**config.mk**
```make
export PLATFORM = sky130hd
export DESIGN_NAME = emmc_top
export DESIGN_NICKNAME = d
export VERILOG_FILES = /design/src/rtl/emmc_pkg.sv /design/src/rtl/emmc_auto_mask.sv /design/src/rtl/emmc_code_conv.sv /design/src/rtl/emmc_top.sv
export VERILOG_INCLUDE_DIRS = /design/src /design/src/rtl
export SDC_FILE = /design/constraint.sdc
export NUM_CORES = 1
export LEC_CHECK = 0
export BUFFER_PORTS_ARGS = -buffer_cell sky130_fd_sc_hd__buf_2
export CAP_MARGIN = 20
export CORE_UTILIZATION = 35
export CTS_CLUSTER_DIAMETER = 60
export DETAILED_ROUTE_END_ITERATION = 12
export GPL_TIMING_DRIVEN = 1
export PLACE_DENSITY_LB_ADDON = 0.12
export SLEW_MARGIN = 20
export SYNTH_ARGS = -nofsm -noshare
export SYNTH_HDL_FRONTEND = slang
export SYNTH_SLANG_ARGS = --single-unit
```
**constraint.sdc**
```tcl
create_clock -name MCLK_I -period 2 [get_ports MCLK_I]
set_input_delay 0.3 -clock MCLK_I [delete_from_list [all_inputs] [get_ports MCLK_I]]
set_output_delay 0.3 -clock MCLK_I [all_outputs]
set_load 0.05 [all_outputs]
```
**src/rtl/emmc_defs.svh**
```systemverilog
/*
 * Offsets, field positions, reset values and codes of the error message
 * mask control.
 * Assumes a 4-bit register address and 16-bit register data.
 */
`ifndef EMMC_DEFS_SVH
`define EMMC_DEFS_SVH

`define EMMC_DATA_W          16
`define EMMC_OFS_SEL         4'h0
`define EMMC_OFS_CMD         4'h4
`define EMMC_OFS_STAT        4'h8
`define EMMC_OFS_ERR         4'hC

`define EMMC_MASK_PREFIX     7'h08
`define EMMC_SUFFIX_AUTO     4'h0
`define EMMC_SUFFIX_ALL_OFF  4'h7
`define EMMC_SUFFIX_MAX      4'h8
`define EMMC_SEL_RESET       4'h0

`define EMMC_CMD_SET_BIT     0
`define EMMC_CMD_CLR_BIT     1

`define EMMC_STAT_MASK_LSB   0
`define EMMC_STAT_REQ_LSB    4
`define EMMC_STAT_ACT_LSB    8
`define EMMC_STAT_MODE_LSB   12
`define EMMC_ERR_VALID_BIT   15

`define EMMC_ERR_NONE        8'h00
`define EMMC_ERR_IF_RANGE    8'h01
`define EMMC_ERR_IN_OVER     8'h02
`define EMMC_ERR_IN_UNDER    8'h03
`define EMMC_ERR_AUD_OVER    8'h04

`define EMMC_MASK_NONE       4'h0
`define EMMC_MASK_ALL        4'hF

`endif

```
**src/rtl/emmc_pkg.sv**
```systemverilog
/*
 * Types of the error message mask control.
 * Mask bit 0 stands for error 01 (signal outside IF range), bit 1 for 02
 * (input overdriven), bit 2 for 03 (input underdriven), bit 3 for 04
 * (audio overdriven); a set bit means the error is masked.
 */
package emmc_pkg;

    typedef logic [3:0] emmc_mask_t;

    typedef enum logic [3:0] {
        EMMC_M_AM      = 4'h0,
        EMMC_M_FM      = 4'h1,
        EMMC_M_PM      = 4'h2,
        EMMC_M_RFPWR   = 4'h3,
        EMMC_M_FREQ    = 4'h4,
        EMMC_M_AFREQ   = 4'h5,
        EMMC_M_ADIST   = 4'h6,
        EMMC_M_IFLVL   = 4'h7,
        EMMC_M_TRFLVL  = 4'h8,
        EMMC_M_FERR    = 4'h9,
        EMMC_M_SNDMEAS = 4'hA,
        EMMC_M_EXTAUD  = 4'hB,
        EMMC_M_LOFREQ  = 4'hC,
        EMMC_M_IFFREQ  = 4'hD,
        EMMC_M_RFLVL   = 4'hE,
        EMMC_M_SPARE   = 4'hF
    } emmc_mode_t;

endpackage : emmc_pkg

```
**src/rtl/emmc_auto_mask.sv**
```systemverilog
/*
 * Per-measurement mask used while the mask selection is automatic.
 * Purely combinational; the caller registers the result.
 */
`timescale 1ns/100ps
`include "emmc_defs.svh"

module emmc_auto_mask
    import emmc_pkg::*;
(
    // measurement in progress
    input  emmc_mode_t mode_i,
    // mask it calls for
    output emmc_mask_t mask_o
);

    always_comb
    begin
        unique case (mode_i)
            EMMC_M_RFPWR,
            EMMC_M_RFLVL:   mask_o = 4'h9;
            EMMC_M_FREQ,
            EMMC_M_TRFLVL:  mask_o = 4'hE;
            EMMC_M_IFLVL,
            EMMC_M_FERR:    mask_o = `EMMC_MASK_ALL;
            EMMC_M_LOFREQ:  mask_o = `EMMC_MASK_ALL;
            EMMC_M_IFFREQ:  mask_o = `EMMC_MASK_ALL;
            EMMC_M_SNDMEAS: mask_o = `EMMC_MASK_NONE;
            EMMC_M_EXTAUD:  mask_o = `EMMC_MASK_NONE;
            // modulation and audio modes report everything
            default:        mask_o = `EMMC_MASK_NONE;
        endcase
    end

endmodule : emmc_auto_mask

```
**src/rtl/emmc_code_conv.sv**
```systemverilog
/*
 * Conversion between mask suffix codes and mask bit sets, both ways.
 * Purely combinational. Codes above 8 never reach the code input.
 */
`timescale 1ns/100ps
`include "emmc_defs.svh"

module emmc_code_conv
    import emmc_pkg::*;
(
    // suffix code to mask
    input  logic [3:0] code_i,
    output emmc_mask_t mask_o,
    // mask to the suffix code that gives it
    input  emmc_mask_t mask_i,
    output logic [3:0] code_o
);

    always_comb
    begin
        unique case (code_i)
            4'h1:    mask_o = 4'h1;
            4'h2:    mask_o = 4'h6;
            4'h3:    mask_o = 4'h7;
            4'h4:    mask_o = 4'h8;
            4'h5:    mask_o = 4'h9;
            4'h6:    mask_o = 4'hE;
            4'h7:    mask_o = `EMMC_MASK_ALL;
            default: mask_o = `EMMC_MASK_NONE;
        endcase
    end

    always_comb
    begin
        unique case (mask_i)
            4'h1:           code_o = 4'h1;
            4'h6:           code_o = 4'h2;
            4'h7:           code_o = 4'h3;
            4'h8:           code_o = 4'h4;
            4'h9:           code_o = 4'h5;
            4'hE:           code_o = 4'h6;
            `EMMC_MASK_ALL: code_o = 4'h7;
            // the empty mask takes code 8; other masks with no suffix of their own never arise
            default:        code_o = `EMMC_SUFFIX_MAX;
        endcase
    end

endmodule : emmc_code_conv

```
**src/rtl/emmc_top.sv**
```systemverilog
/*
 * Error message mask control: keeps the mask selection, works out which
 * of errors 01..04 may be reported, picks the error code to display, and
 * restricts audio autoranging while error 04 is masked.
 * Assumes all inputs are synchronous to MCLK_I, keypad entries arrive
 * already parsed into prefix and suffix, and software on the register
 * port acts as the remote bus controller.
 */
// Decided for this implementation: the register offsets and the plain strobed port.
// Notes on behaviour
// - an unmasked sensed condition shows its numeric error code
// - maskable errors are 01 IF range, 02 over, 03 under, 04 audio
// - automatic mask follows measurement mode per the fixed table
// - automatic RF power and RF level mask errors 01 and 04
// - automatic LO frequency display masks all four errors
// - automatic IF frequency display masks all four errors
// - automatic noise-distortion measure masks none
// - automatic external audio level masks none
// - manual codes 1..7 map to their fixed mask sets
// - code 8 enables all errors: calibrated receiver mode
// - manual codes 1..8 override the automatic mask until replaced
// - the disable key acts exactly like mask code 7
// - with error 04 masked audio range may go up, never down
// - non-maskable errors are still reported whatever the mask
// - masked errors are visible on requested and actual displays
// - display digit holds the mask function's current suffix
// - an entry flagged as invalid sequence leaves mask unchanged
`timescale 1ns/100ps
`include "emmc_defs.svh"

module emmc_top
    import emmc_pkg::*;
(
    // clock and reset
    input  logic                    MCLK_I,
    input  logic                    SRST_I,
    // register port
    input  logic [3:0]              REG_ADDR_I,
    input  logic [`EMMC_DATA_W-1:0] REG_WDATA_I,
    input  logic                    REG_WR_I,
    input  logic                    REG_RD_I,
    output logic [`EMMC_DATA_W-1:0] REG_RDATA_O,
    // keypad entries
    input  logic                    KEY_STB_I,
    input  logic [6:0]              KEY_PREFIX_I,
    input  logic [3:0]              KEY_SUFFIX_I,
    input  logic                    KEY_SEQ_ERR_I,
    input  logic                    DIS_KEY_I,
    // measurement and sensed conditions
    input  emmc_mode_t              MEAS_MODE_I,
    input  logic [3:0]              COND_I,
    input  logic                    OTHER_ERR_I,
    input  logic [7:0]              OTHER_CODE_I,
    // audio autorange requests
    input  logic                    AUD_UP_REQ_I,
    input  logic                    AUD_DN_REQ_I,
    // error reporting
    output logic [3:0]              MASK_O,
    output logic [3:0]              ERR_FLAGS_O,
    output logic                    ERR_VALID_O,
    output logic [7:0]              ERR_CODE_O,
    output logic                    CAL_RX_O,
    // settings display digits
    output logic [3:0]              REQ_DIGIT_O,
    output logic [3:0]              ACT_DIGIT_O,
    // audio range steps
    output logic                    AUD_UP_O,
    output logic                    AUD_DN_O
);

    logic [3:0]              sel_q;
    logic [3:0]              sel_d;
    emmc_mask_t              auto_mask;
    emmc_mask_t              man_mask;
    emmc_mask_t              eff_mask;
    logic [3:0]              auto_code;
    logic [3:0]              act_code;
    logic [3:0]              reported;
    logic                    wr_sel;
    logic                    wr_cmd;
    logic                    key_ok;

    emmc_mask_t              mask_q;
    emmc_mask_t              mask_d;
    logic [3:0]              flags_q;
    logic [3:0]              flags_d;
    logic                    valid_q;
    logic                    valid_d;
    logic [7:0]              code_q;
    logic [7:0]              code_d;
    logic                    cal_q;
    logic                    cal_d;
    logic [3:0]              req_q;
    logic [3:0]              act_q;
    logic                    up_q;
    logic                    up_d;
    logic                    dn_q;
    logic                    dn_d;
    logic [`EMMC_DATA_W-1:0] rdata_q;
    logic [`EMMC_DATA_W-1:0] rdata_d;

    emmc_auto_mask u_auto (
        .mode_i (MEAS_MODE_I),
        .mask_o (auto_mask)
    );

    emmc_code_conv u_conv (
        .code_i (sel_q),
        .mask_o (man_mask),
        .mask_i (auto_mask),
        .code_o (auto_code)
    );

    // mask selection

    assign wr_sel = REG_WR_I && (REG_ADDR_I == `EMMC_OFS_SEL);
    assign wr_cmd = REG_WR_I && (REG_ADDR_I == `EMMC_OFS_CMD);
    assign key_ok = KEY_STB_I && !KEY_SEQ_ERR_I
                 && (KEY_PREFIX_I == `EMMC_MASK_PREFIX)
                 && (KEY_SUFFIX_I <= `EMMC_SUFFIX_MAX);

    // the remote port wins over the keypad when both act in one cycle
    always_comb
    begin
        sel_d = sel_q;
        if (wr_sel)
        begin
            if (REG_WDATA_I[3:0] <= `EMMC_SUFFIX_MAX)
                sel_d = REG_WDATA_I[3:0];
        end
        else if (wr_cmd)
        begin
            if (REG_WDATA_I[`EMMC_CMD_SET_BIT])
                sel_d = `EMMC_SUFFIX_ALL_OFF;
            else if (REG_WDATA_I[`EMMC_CMD_CLR_BIT]
                     && sel_q == `EMMC_SUFFIX_ALL_OFF)
                sel_d = `EMMC_SUFFIX_AUTO;
        end
        else if (DIS_KEY_I)
            sel_d = `EMMC_SUFFIX_ALL_OFF;
        else if (key_ok)
            sel_d = KEY_SUFFIX_I;
    end

    always_ff @(posedge MCLK_I)
    begin
        if (SRST_I)
            sel_q <= `EMMC_SEL_RESET;
        else
            sel_q <= sel_d;
    end

    // effective mask and reporting

    // no pipeline between mode, selection and mask
    assign eff_mask = (sel_q == `EMMC_SUFFIX_AUTO) ? auto_mask
                                                   : man_mask;
    assign act_code = (sel_q == `EMMC_SUFFIX_AUTO) ? auto_code
                                                   : sel_q;
    assign reported = COND_I & ~eff_mask;

    always_comb
    begin
        mask_d  = eff_mask;
        flags_d = reported;
        cal_d   = (sel_q == `EMMC_SUFFIX_MAX);
        valid_d = 1'b1;
        // lowest code first; others only when no maskable one shows
        if (reported[0])
            code_d = `EMMC_ERR_IF_RANGE;
        else if (reported[1])
            code_d = `EMMC_ERR_IN_OVER;
        else if (reported[2])
            code_d = `EMMC_ERR_IN_UNDER;
        else if (reported[3])
            code_d = `EMMC_ERR_AUD_OVER;
        else if (OTHER_ERR_I)
            code_d = OTHER_CODE_I;
        else
        begin
            code_d  = `EMMC_ERR_NONE;
            valid_d = 1'b0;
        end
        // down-range blocked while 04 is masked, so peaks do not bounce it
        up_d = AUD_UP_REQ_I;
        dn_d = AUD_DN_REQ_I && !AUD_UP_REQ_I && !eff_mask[3];
    end

    always_ff @(posedge MCLK_I)
    begin
        if (SRST_I)
        begin
            mask_q  <= `EMMC_MASK_NONE;
            flags_q <= 4'h0;
            valid_q <= 1'b0;
            code_q  <= `EMMC_ERR_NONE;
            cal_q   <= 1'b0;
            req_q   <= `EMMC_SEL_RESET;
            act_q   <= `EMMC_SUFFIX_MAX;
            up_q    <= 1'b0;
            dn_q    <= 1'b0;
        end
        else
        begin
            mask_q  <= mask_d;
            flags_q <= flags_d;
            valid_q <= valid_d;
            code_q  <= code_d;
            cal_q   <= cal_d;
            req_q   <= sel_q;
            act_q   <= act_code;
            up_q    <= up_d;
            dn_q    <= dn_d;
        end
    end

    // register reads, data one cycle after the strobe

    always_comb
    begin
        rdata_d = '0;
        if (REG_RD_I)
        begin
            unique case (REG_ADDR_I)
                `EMMC_OFS_SEL:
                    rdata_d[3:0] = sel_q;
                `EMMC_OFS_STAT:
                begin
                    rdata_d[`EMMC_STAT_MASK_LSB+:4] = eff_mask;
                    rdata_d[`EMMC_STAT_REQ_LSB+:4]  = sel_q;
                    rdata_d[`EMMC_STAT_ACT_LSB+:4]  = act_code;
                    rdata_d[`EMMC_STAT_MODE_LSB+:4] = MEAS_MODE_I;
                end
                `EMMC_OFS_ERR:
                begin
                    rdata_d[7:0] = code_q;
                    rdata_d[`EMMC_ERR_VALID_BIT] = valid_q;
                end
                // command register and unmapped addresses read zero
                default:
                    rdata_d = '0;
            endcase
        end
    end

    always_ff @(posedge MCLK_I)
    begin
        if (SRST_I)
            rdata_q <= '0;
        else
            rdata_q <= rdata_d;
    end

    assign REG_RDATA_O = rdata_q;
    assign MASK_O      = mask_q;
    assign ERR_FLAGS_O = flags_q;
    assign ERR_VALID_O = valid_q;
    assign ERR_CODE_O  = code_q;
    assign CAL_RX_O    = cal_q;
    assign REQ_DIGIT_O = req_q;
    assign ACT_DIGIT_O = act_q;
    assign AUD_UP_O    = up_q;
    assign AUD_DN_O    = dn_q;

    // checks

    a_flags_unmasked: assert property (
        @(posedge MCLK_I) disable iff (SRST_I)
        (ERR_FLAGS_O & MASK_O) == 4'h0
    ) else $error("masked error reported");

    a_cond_shows_code: assert property (
        @(posedge MCLK_I) disable iff (SRST_I)
        COND_I[1] && !eff_mask[1] && !COND_I[0]
        |=> ERR_VALID_O && ERR_CODE_O == 8'h02
    ) else $error("unmasked error 02 not shown");

    a_auto_table: assert property (
        @(posedge MCLK_I) disable iff (SRST_I)
        sel_q == 4'h0 && MEAS_MODE_I == EMMC_M_FREQ
        |=> MASK_O == 4'hE
    ) else $error("frequency auto mask wrong");

    a_auto_rflvl: assert property (
        @(posedge MCLK_I) disable iff (SRST_I)
        sel_q == 4'h0 && MEAS_MODE_I == EMMC_M_RFLVL
        |=> MASK_O == 4'h9
    ) else $error("rf level auto mask wrong");

    a_auto_lofreq: assert property (
        @(posedge MCLK_I) disable iff (SRST_I)
        sel_q == 4'h0 && MEAS_MODE_I == EMMC_M_LOFREQ
        |=> MASK_O == 4'hF
    ) else $error("lo frequency auto mask wrong");

    a_auto_sndmeas: assert property (
        @(posedge MCLK_I) disable iff (SRST_I)
        sel_q == 4'h0 && MEAS_MODE_I == EMMC_M_SNDMEAS
        |=> MASK_O == 4'h0
    ) else $error("noise distortion auto mask wrong");

    a_manual_wins: assert property (
        @(posedge MCLK_I) disable iff (SRST_I)
        sel_q == 4'h6 && MEAS_MODE_I == EMMC_M_AM
        |=> MASK_O == 4'hE
    ) else $error("manual code did not override");

    a_cal_receiver: assert property (
        @(posedge MCLK_I) disable iff (SRST_I)
        sel_q == 4'h8 |=> MASK_O == 4'h0 && CAL_RX_O
    ) else $error("calibrated receiver mode wrong");

    a_disable_key: assert property (
        @(posedge MCLK_I) disable iff (SRST_I)
        DIS_KEY_I && !REG_WR_I |=> sel_q == 4'h7 ##1 MASK_O == 4'hF
    ) else $error("disable key did not mask all");

    a_seq_err_hold: assert property (
        @(posedge MCLK_I) disable iff (SRST_I)
        KEY_STB_I && KEY_SEQ_ERR_I && !REG_WR_I && !DIS_KEY_I
        |=> $stable(sel_q)
    ) else $error("invalid entry changed selection");

    a_bad_suffix: assert property (
        @(posedge MCLK_I) disable iff (SRST_I)
        REG_WR_I && REG_ADDR_I == 4'h0 && REG_WDATA_I[3:0] > 4'h8
        |=> $stable(sel_q)
    ) else $error("bad suffix accepted");

    a_audio_no_down: assert property (
        @(posedge MCLK_I) disable iff (SRST_I)
        MASK_O[3] |-> !AUD_DN_O
    ) else $error("down-range while 04 masked");

    a_other_error: assert property (
        @(posedge MCLK_I) disable iff (SRST_I)
        OTHER_ERR_I && reported == 4'h0
        |=> ERR_VALID_O && ERR_CODE_O == $past(OTHER_CODE_I)
    ) else $error("non-maskable error lost");

    a_display_match: assert property (
        @(posedge MCLK_I) disable iff (SRST_I)
        sel_q != 4'h0 ##1 $stable(sel_q) |-> ACT_DIGIT_O == REQ_DIGIT_O
    ) else $error("actual digit differs from manual code");

endmodule : emmc_top

```
==> key figures, run 1 <==
Outcome
  • Outcome: finished clean

Timing
  • Final min period: about 1.9 ns
  • Tcrit/Tclk final: between 90% and 100%
  • Relative slew margins: 63.7%
  • Clk_skew: roughly 0.0047 ns
  • Final setup margin: 0.120 ns
  • Hold slack: 0.160 ns
  • Final Max Slew Viols: 0
  • FMAX: between 0.5 and 0.6 GHz
  • Worst slew pin tran: about 0.54 ns
  • Final hold vios: 0
  • RSZ-0062 raised after global routing: false
  • Final Setup Violations: 0

CTS
  • CTS sink count: 47
  • CTS root buffer: clkbuf_8
  • Hold_buf cts: 0
  • Resized Gates After CTS: 0
  • Skew-Pair Late Insertion Delay: around 0.3 ns
  • Setup bufs post-CTS: 0
  • Clk buf depth: 2
  • Num CTS Buffers: 5
  • CTS HTree Levels: 2
  • Clock transition at the registers of the reported paths: 0.09 ns
  • CTS tree: done

Synthesis
  • Cell Area, Synth: ~1900 um^2
  • Synth Warn #: 0
  • Post-synth EDFFs: 0
  • Mapped Nets: between 200 and 300
  • Async set-reset flop share out of synthesis: 0%
  • Synth Register Bits: 47
  • Synth cell types: 46
  • Register area share after synthesis: between 40% and 50%
  • Syn Inst Count: roughly 200
  • Ys flop type: dfxtp_1
  • Avg Synthesized Cell Area: slightly above 9 um^2

Worst setup path
  • Startpoint types: register
  • Max FO, Critical Path: 5
  • Critical Path Sink Type: register
  • CP max-delay cell: or4_4
  • WP data required: roughly 2.2 ns
  • Critical Path AT: around 2.1 ns
  • Max stage delay on crit path: roughly 0.57 ns
  • Path type of the worst setup path: register to register
  • CP Cell Sequence: or4_4 -> o21bai_4 -> and2_4 -> or3_1 -> a21oi_1

Placement
  • Placer Congestion: 0.886
  • DP Area: 2520 um^2
  • DP HPWL: ~3900 um
  • DP Worst Slack: -0.0282 ns
  • Port Buffer Count: a little under 90

Global route
  • Vias in the first global route: 1715
  • Largest net degree at the start of global routing: 26
  • Initial antenna violation count: 0
  • Grt ovf: 0
  • GRT Total Usage: approximately 18%
  • First-pass GRT wire length: 8290 um

Drt
  • Vias: 1778
  • DR iter-0 viols: 90
  • Routed WL: 4980 um
  • Pre-antenna DRT Iters: 4
  • Number of vias per cell: 4.68
  • Post-DR wirelength/cell: approximately 13 um
  • Drt drc: 0
  • ANT nets after route: 0

Cells and area
  • Antenna fix cells: 0
  • Final nets: roughly 370
  • Post-route cell area: about 2600 um^2
  • Commonest non-fill, non-tap cell in the layout: buf_2
  • Leading cell types in the layout, fill and taps excluded: buf_2, dfxtp_1, nor2_1
  • Final-layout fill cell count: between 500 and 600
  • Layout cells sized above 1: roughly two fifths
  • Area delta synth->final: 36.5%

Power
  • Peak supply drop: between 0.0004 and 0.0005 V
  • Leakage: 0.00125 uW
  • Pwr/cell area: around 790 nW/um^2

Die
  • IO Pins: 101
  • Die area: 5770 um^2
  • Rows: 26
  • Initial Util: approximately 37%
  • Core Region: approximately 5200 um^2
  • Die X-Extent: about 76 um
  • Chip Height: around 76 um

Flow run
  • Max-Cap Viols: 0

Worst hold path
  • Worst Hold Class: primary input to register
-- flip-flops by register name, summed over array words and instances (netlist names) --
| name | flops |
|---|---|
| AUD_DN_O | 1 |
| ERR_CODE_O | 8 |
| CAL_RX_O | 1 |
| ERR_VALID_O | 1 |
| REQ_DIGIT_O | 4 |
| REG_RDATA_O | 16 |
| MASK_O | 3 |
| sel_q | 4 |
| ERR_FLAGS_O | 4 |
| AUD_UP_O | 1 |
| ACT_DIGIT_O | 4 |
-- worst max-delay path: cells and delay by family, from the launching register on --
family	cells	cell delay, ns
AND/OR/NAND/NOR	3	1.08
flip-flops	1	0.33
AO/OA/AOI/OAI	2	0.39
-- routing by layer --
| metal | track usage [%] | share of wire (%) | vias up |
|---|---|---|---|
| met5 | 0 | 0 | - |
| met2 | 30.0 | 47 | 57 |
| li1 | - | - | 931 |
| met3 | 4.19 | 4.6 | 6 |
| met1 | 23.5 | 47 | 784 |
| met4 | 4.04 | 0.96 | 0 |
-- layout make-up --
type / instances / area (um^2) / area share [%]
inverter: 9 / 33.8 / 1.29
sequential: 47 / 941 / 36.0
tap: 70 / 87.6 / 3.35
clock inverter: 3 / 23.8 / 0.909
multi-input combinational: 141 / 892 / 34.1
clock buffer: 5 / 68.8 / 2.63
timing repair buffer: 105 / 568 / 21.7
-- cell usage after synthesis, drive strengths merged, types with 2 or more instances --
| master | count | area (um^2) |
|---|---|---|
| a21oi | 8 | 40.0 |
| nor3b | 5 | 37.5 |
| nor4b | 2 | 17.5 |
| and2 | 4 | 27.5 |
| nor2b | 8 | 50.1 |
| and4 | 2 | 17.5 |
| inv | 9 | 33.8 |
| clkbuf | 5 | 18.8 |
| nand2b | 2 | 12.5 |
| nor3 | 9 | 45.0 |
| nor2 | 31 | 116 |
| a22o | 7 | 61.3 |
| nand4 | 4 | 25.0 |
| nand2 | 12 | 45.0 |
| o211ai | 2 | 15.0 |
| buf | 3 | 30.0 |
| a31oi | 2 | 12.5 |
| ha | 2 | 25.0 |
| dfxtp | 47 | 941 |
| nand3 | 5 | 25.0 |
| or3 | 3 | 18.8 |
| and3 | 6 | 37.5 |
| o21ai | 6 | 30.0 |
-- stage by stage --
| step | setup TNS, ns | power [uW] | cells | utilization (%) |
|---|---|---|---|---|
| 2_1_floorplan | 0 | 1330 | 205 | - |
| 3_3_place_gp | 0 | 1500 | 372 | 48.5 |
| 3_5_place_dp | -0.0824 | 1500 | 372 | 48.5 |
| 4_1_cts | 0 | 2070 | 380 | 50.2 |
| 5_1_grt | 0 | 2170 | 380 | 50.2 |
| 6_report | 0 | 2070 | 380 | 50.2 |
-- power by group --
| part | total (uW) | internal (uW) | switching [uW] |
|---|---|---|---|
| Clock | 585 | 250 | 335 |
| Sequential | 1000 | 981 | 19.3 |
| Combinational | 480 | 169 | 312 |
| Total | 2070 | 1400 | 666 |
-- cell families after synthesis --
family                     count (synthesis)  synth area share, %
adders and majority gates                  2                 1.31
AOI/OAI and AO/OA                         37                 15.3
buffers and inverters                     17                 4.31
and+or+nand+nor                          100                 28.2
DFF                                       47                 49.1
muxes                                      2                 1.76
-- worst paths after layout --
kind,cells after the start,to,slack (ns),start
setup / recovery,5,REG_RDATA_O[2]$_SDFF_PP0_,0.12,sel_q[3]$_SDFFE_PP0P_
hold / removal,2,AUD_DN_O$_SDFF_PP0_,0.16,AUD_UP_REQ_I
setup reg to reg,5,REG_RDATA_O[2]$_SDFF_PP0_,0.12,sel_q[3]$_SDFFE_PP0P_
hold reg to reg,1,REG_RDATA_O[4]$_SDFF_PP0_,0.48,ERR_CODE_O[4]$_SDFF_PP0_
No activity file was read; power rests on OpenSTA's default activity.
==> run 2, diff against run 1 <==
- PLACE_DENSITY: unset -> 0.62
- PLACE_DENSITY_LB_ADDON: 0.12 -> unset
==> key figures, run 2 (synthesized netlist as in run 1, its figures left out) <==
Outcome
  • Outcome: finished clean (unchanged)

Worst setup path
  • Max FO, Critical Path: 5 (unchanged)
  • Startpoint types: register (unchanged)
  • R2R cell count: 5 (unchanged)
  • Critical Path AT: 2.05 ns (was 2.10 ns)
  • R2R Setup Slk: 0.19 ns (was 0.12 ns)
  • Path type of the worst setup path: register to register (unchanged)
  • Critical Path Sink Type: register (unchanged)
  • WP data required: 2.24 ns (was 2.22 ns)

CTS
  • CTS root buffer: clkbuf_8 (unchanged)
  • CTS HTree Levels: 2 (unchanged)
  • Clock transition at the registers of the reported paths: 0.08 ns (was 0.09 ns)
  • Clk buf depth: 2 (unchanged)
  • Hold_buf cts: 0 (unchanged)
  • Setup bufs post-CTS: 0 (unchanged)
  • Skew-Pair Late Insertion Delay: 0.30 ns (about the same)
  • Num CTS Buffers: 5 (unchanged)
  • Resized Gates After CTS: 0 (unchanged)
  • CTS tree: done (unchanged)
  • CTS sink count: 47 (unchanged)

Placement
  • Placer Congestion: 0.804 (was 0.886)
  • Port Buffer Count: 88 (unchanged)
  • DP Area: 2490 um^2 (was 2520 um^2)
  • DP HPWL: 3690 um (was 3900 um)

Cells and area
  • Layout cells sized above 1: 38.9% (was 39.7%)
  • FF/Latch Area: 941 um^2 (unchanged)
  • Leading cell types in the layout, fill and taps excluded: buf_2, dfxtp_1, nor2_1 (unchanged)
  • Max FFs per register: 16 (unchanged)
  • Commonest non-fill, non-tap cell in the layout: buf_2 (unchanged)
  • Final-layout fill cell count: 533 (unchanged)
  • Antenna fix cells: 0 (unchanged)
  • Multi-input logic area: 892 um^2 (unchanged)
  • Area delta synth->final: 37.2% (was 36.5%)
  • Post-route cell area: 2630 um^2 (was 2620 um^2)
  • Final nets: 364 (was 368)

Drt
  • Vias: 1799 (was 1778)
  • Pre-antenna DRT Iters: 4 (unchanged)
  • Routed WL: 4670 um (was 4980 um)
  • Number of vias per cell: 4.78 (was 4.68)
  • ANT nets after route: 0 (unchanged)
  • Drt drc: 0 (unchanged)
  • Met3 wire length: 271 um (was 229 um)
  • WL met2: 2180 um (was 2340 um)
  • Met1 WL: 2170 um (was 2360 um)
  • DR iter-0 viols: 71 (was 90)
  • Post-DR wirelength/cell: 12.4 um (was 13.1 um)
  • Max Used Layer: met4 (unchanged)

Global route
  • Grt ovf: 0 (unchanged)
  • Vias in the first global route: 1695 (was 1715)
  • Largest net degree at the start of global routing: 26 (unchanged)
  • First-pass GRT wire length: 7710 um (was 8290 um)
  • Initial antenna violation count: 0 (unchanged)
  • GRT Total Usage: 16.8% (was 18.0%)

Timing
  • Final Max Slew Viols: 0 (unchanged)
  • Hold slack: 0.167 ns (was 0.160 ns)
  • Worst slew pin tran: 0.432 ns (was 0.543 ns)
  • Clk_skew: 0.00375 ns (was 0.00469 ns)
  • RSZ-0062 raised after global routing: false (unchanged)
  • Final min period: 1.81 ns (was 1.88 ns)
  • Tcrit/Tclk final: 90.5% (was 94.0%)
  • Final hold vios: 0 (unchanged)
  • FMAX: 0.553 GHz (was 0.532 GHz)
  • Relative slew margins: 70.8% (was 63.7%)
  • Final Setup Violations: 0 (unchanged)

Worst hold path
  • Cells on Worst Hold Path: 2 (unchanged)
  • Worst Hold Class: primary input to register (unchanged)

Power
  • Leakage: 0.00126 uW (was 0.00125 uW)
  • Peak supply drop: 0.000305 V (was 0.000459 V)
  • Tot Pwr: 2290 uW (was 2070 uW)
  • Pwr/cell area: 871 nW/um^2 (was 790 nW/um^2)

Die
  • Core Region: 5200 um^2 (unchanged)
  • Initial Util: 36.8% (unchanged)
  • Chip Height: 76.0 um (unchanged)
  • Rows: 26 (unchanged)
  • Die area: 5770 um^2 (unchanged)
  • IO Pins: 101 (unchanged)
  • Die X-Extent: 76.0 um (unchanged)

Flow run
  • Max-Cap Viols: 0 (unchanged)
run 2: changes by cell type in the layout (fill, tap and decap cells not counted), sizes merged:
| cell | change |
|---|---|
| bufinv | +2 |
| clkinvlp | -1 |
| buf | -4 |
| inv | -1 |
run 2: worst paths after layout:
kind / endpoint / startpoint
setup / recovery: REG_RDATA_O[1]$_SDFF_PP0_ / sel_q[3]$_SDFFE_PP0P_
hold reg to reg: REG_RDATA_O[4]$_SDFF_PP0_ / ERR_CODE_O[4]$_SDFF_PP0_
setup reg to reg: REG_RDATA_O[1]$_SDFF_PP0_ / sel_q[3]$_SDFFE_PP0P_
hold / removal: AUD_DN_O$_SDFF_PP0_ / AUD_UP_REQ_I
run 2: area by class of cell:
type / instances / share of cell area [%]
multi-input cells: 141 / 33.9
clock buffers: 5 / 2.62
flip-flops and latches: 47 / 35.8
inverters: 9 / 1.29
clock inverters: 3 / 2.57
well taps: 70 / 3.33
repair buffers: 101 / 20.5
run 2: through the flow:
stage	util, %	setup TNS, ns	instances	setup slack (ns)
2_1_floorplan	-	0	205	0.192
3_3_place_gp	47.9	0	368	0.00159
3_5_place_dp	47.9	-0.0323	368	-0.0323
4_1_cts	50.5	0	376	0.172
5_1_grt	50.5	0	376	0.119
6_report	50.5	0	376	0.191
run 2: metal layers:
| metal | vias up | global-route usage (%) |
|---|---|---|
| li1 | 926 | - |
| met1 | 809 | 20.8 |
| met2 | 59 | 28.9 |
| met3 | 5 | 4.31 |
| met4 | 0 | 4.62 |
| met5 | - | 0 |
run 2: critical path, cell delays in order, from the launching register on:
cell,delay [ns]
dfxtp_1,0.32
or4_4,0.56
o21bai_4,0.21
and2_4,0.18
or3_1,0.34
a21oi_1,0.13
run 2: report_power, final:
group	internal (uW)	leakage [uW]	switching [uW]
sequential	980	0.000384	16.8
clock	498	0.0000644	316
combinational	165	0.000807	312
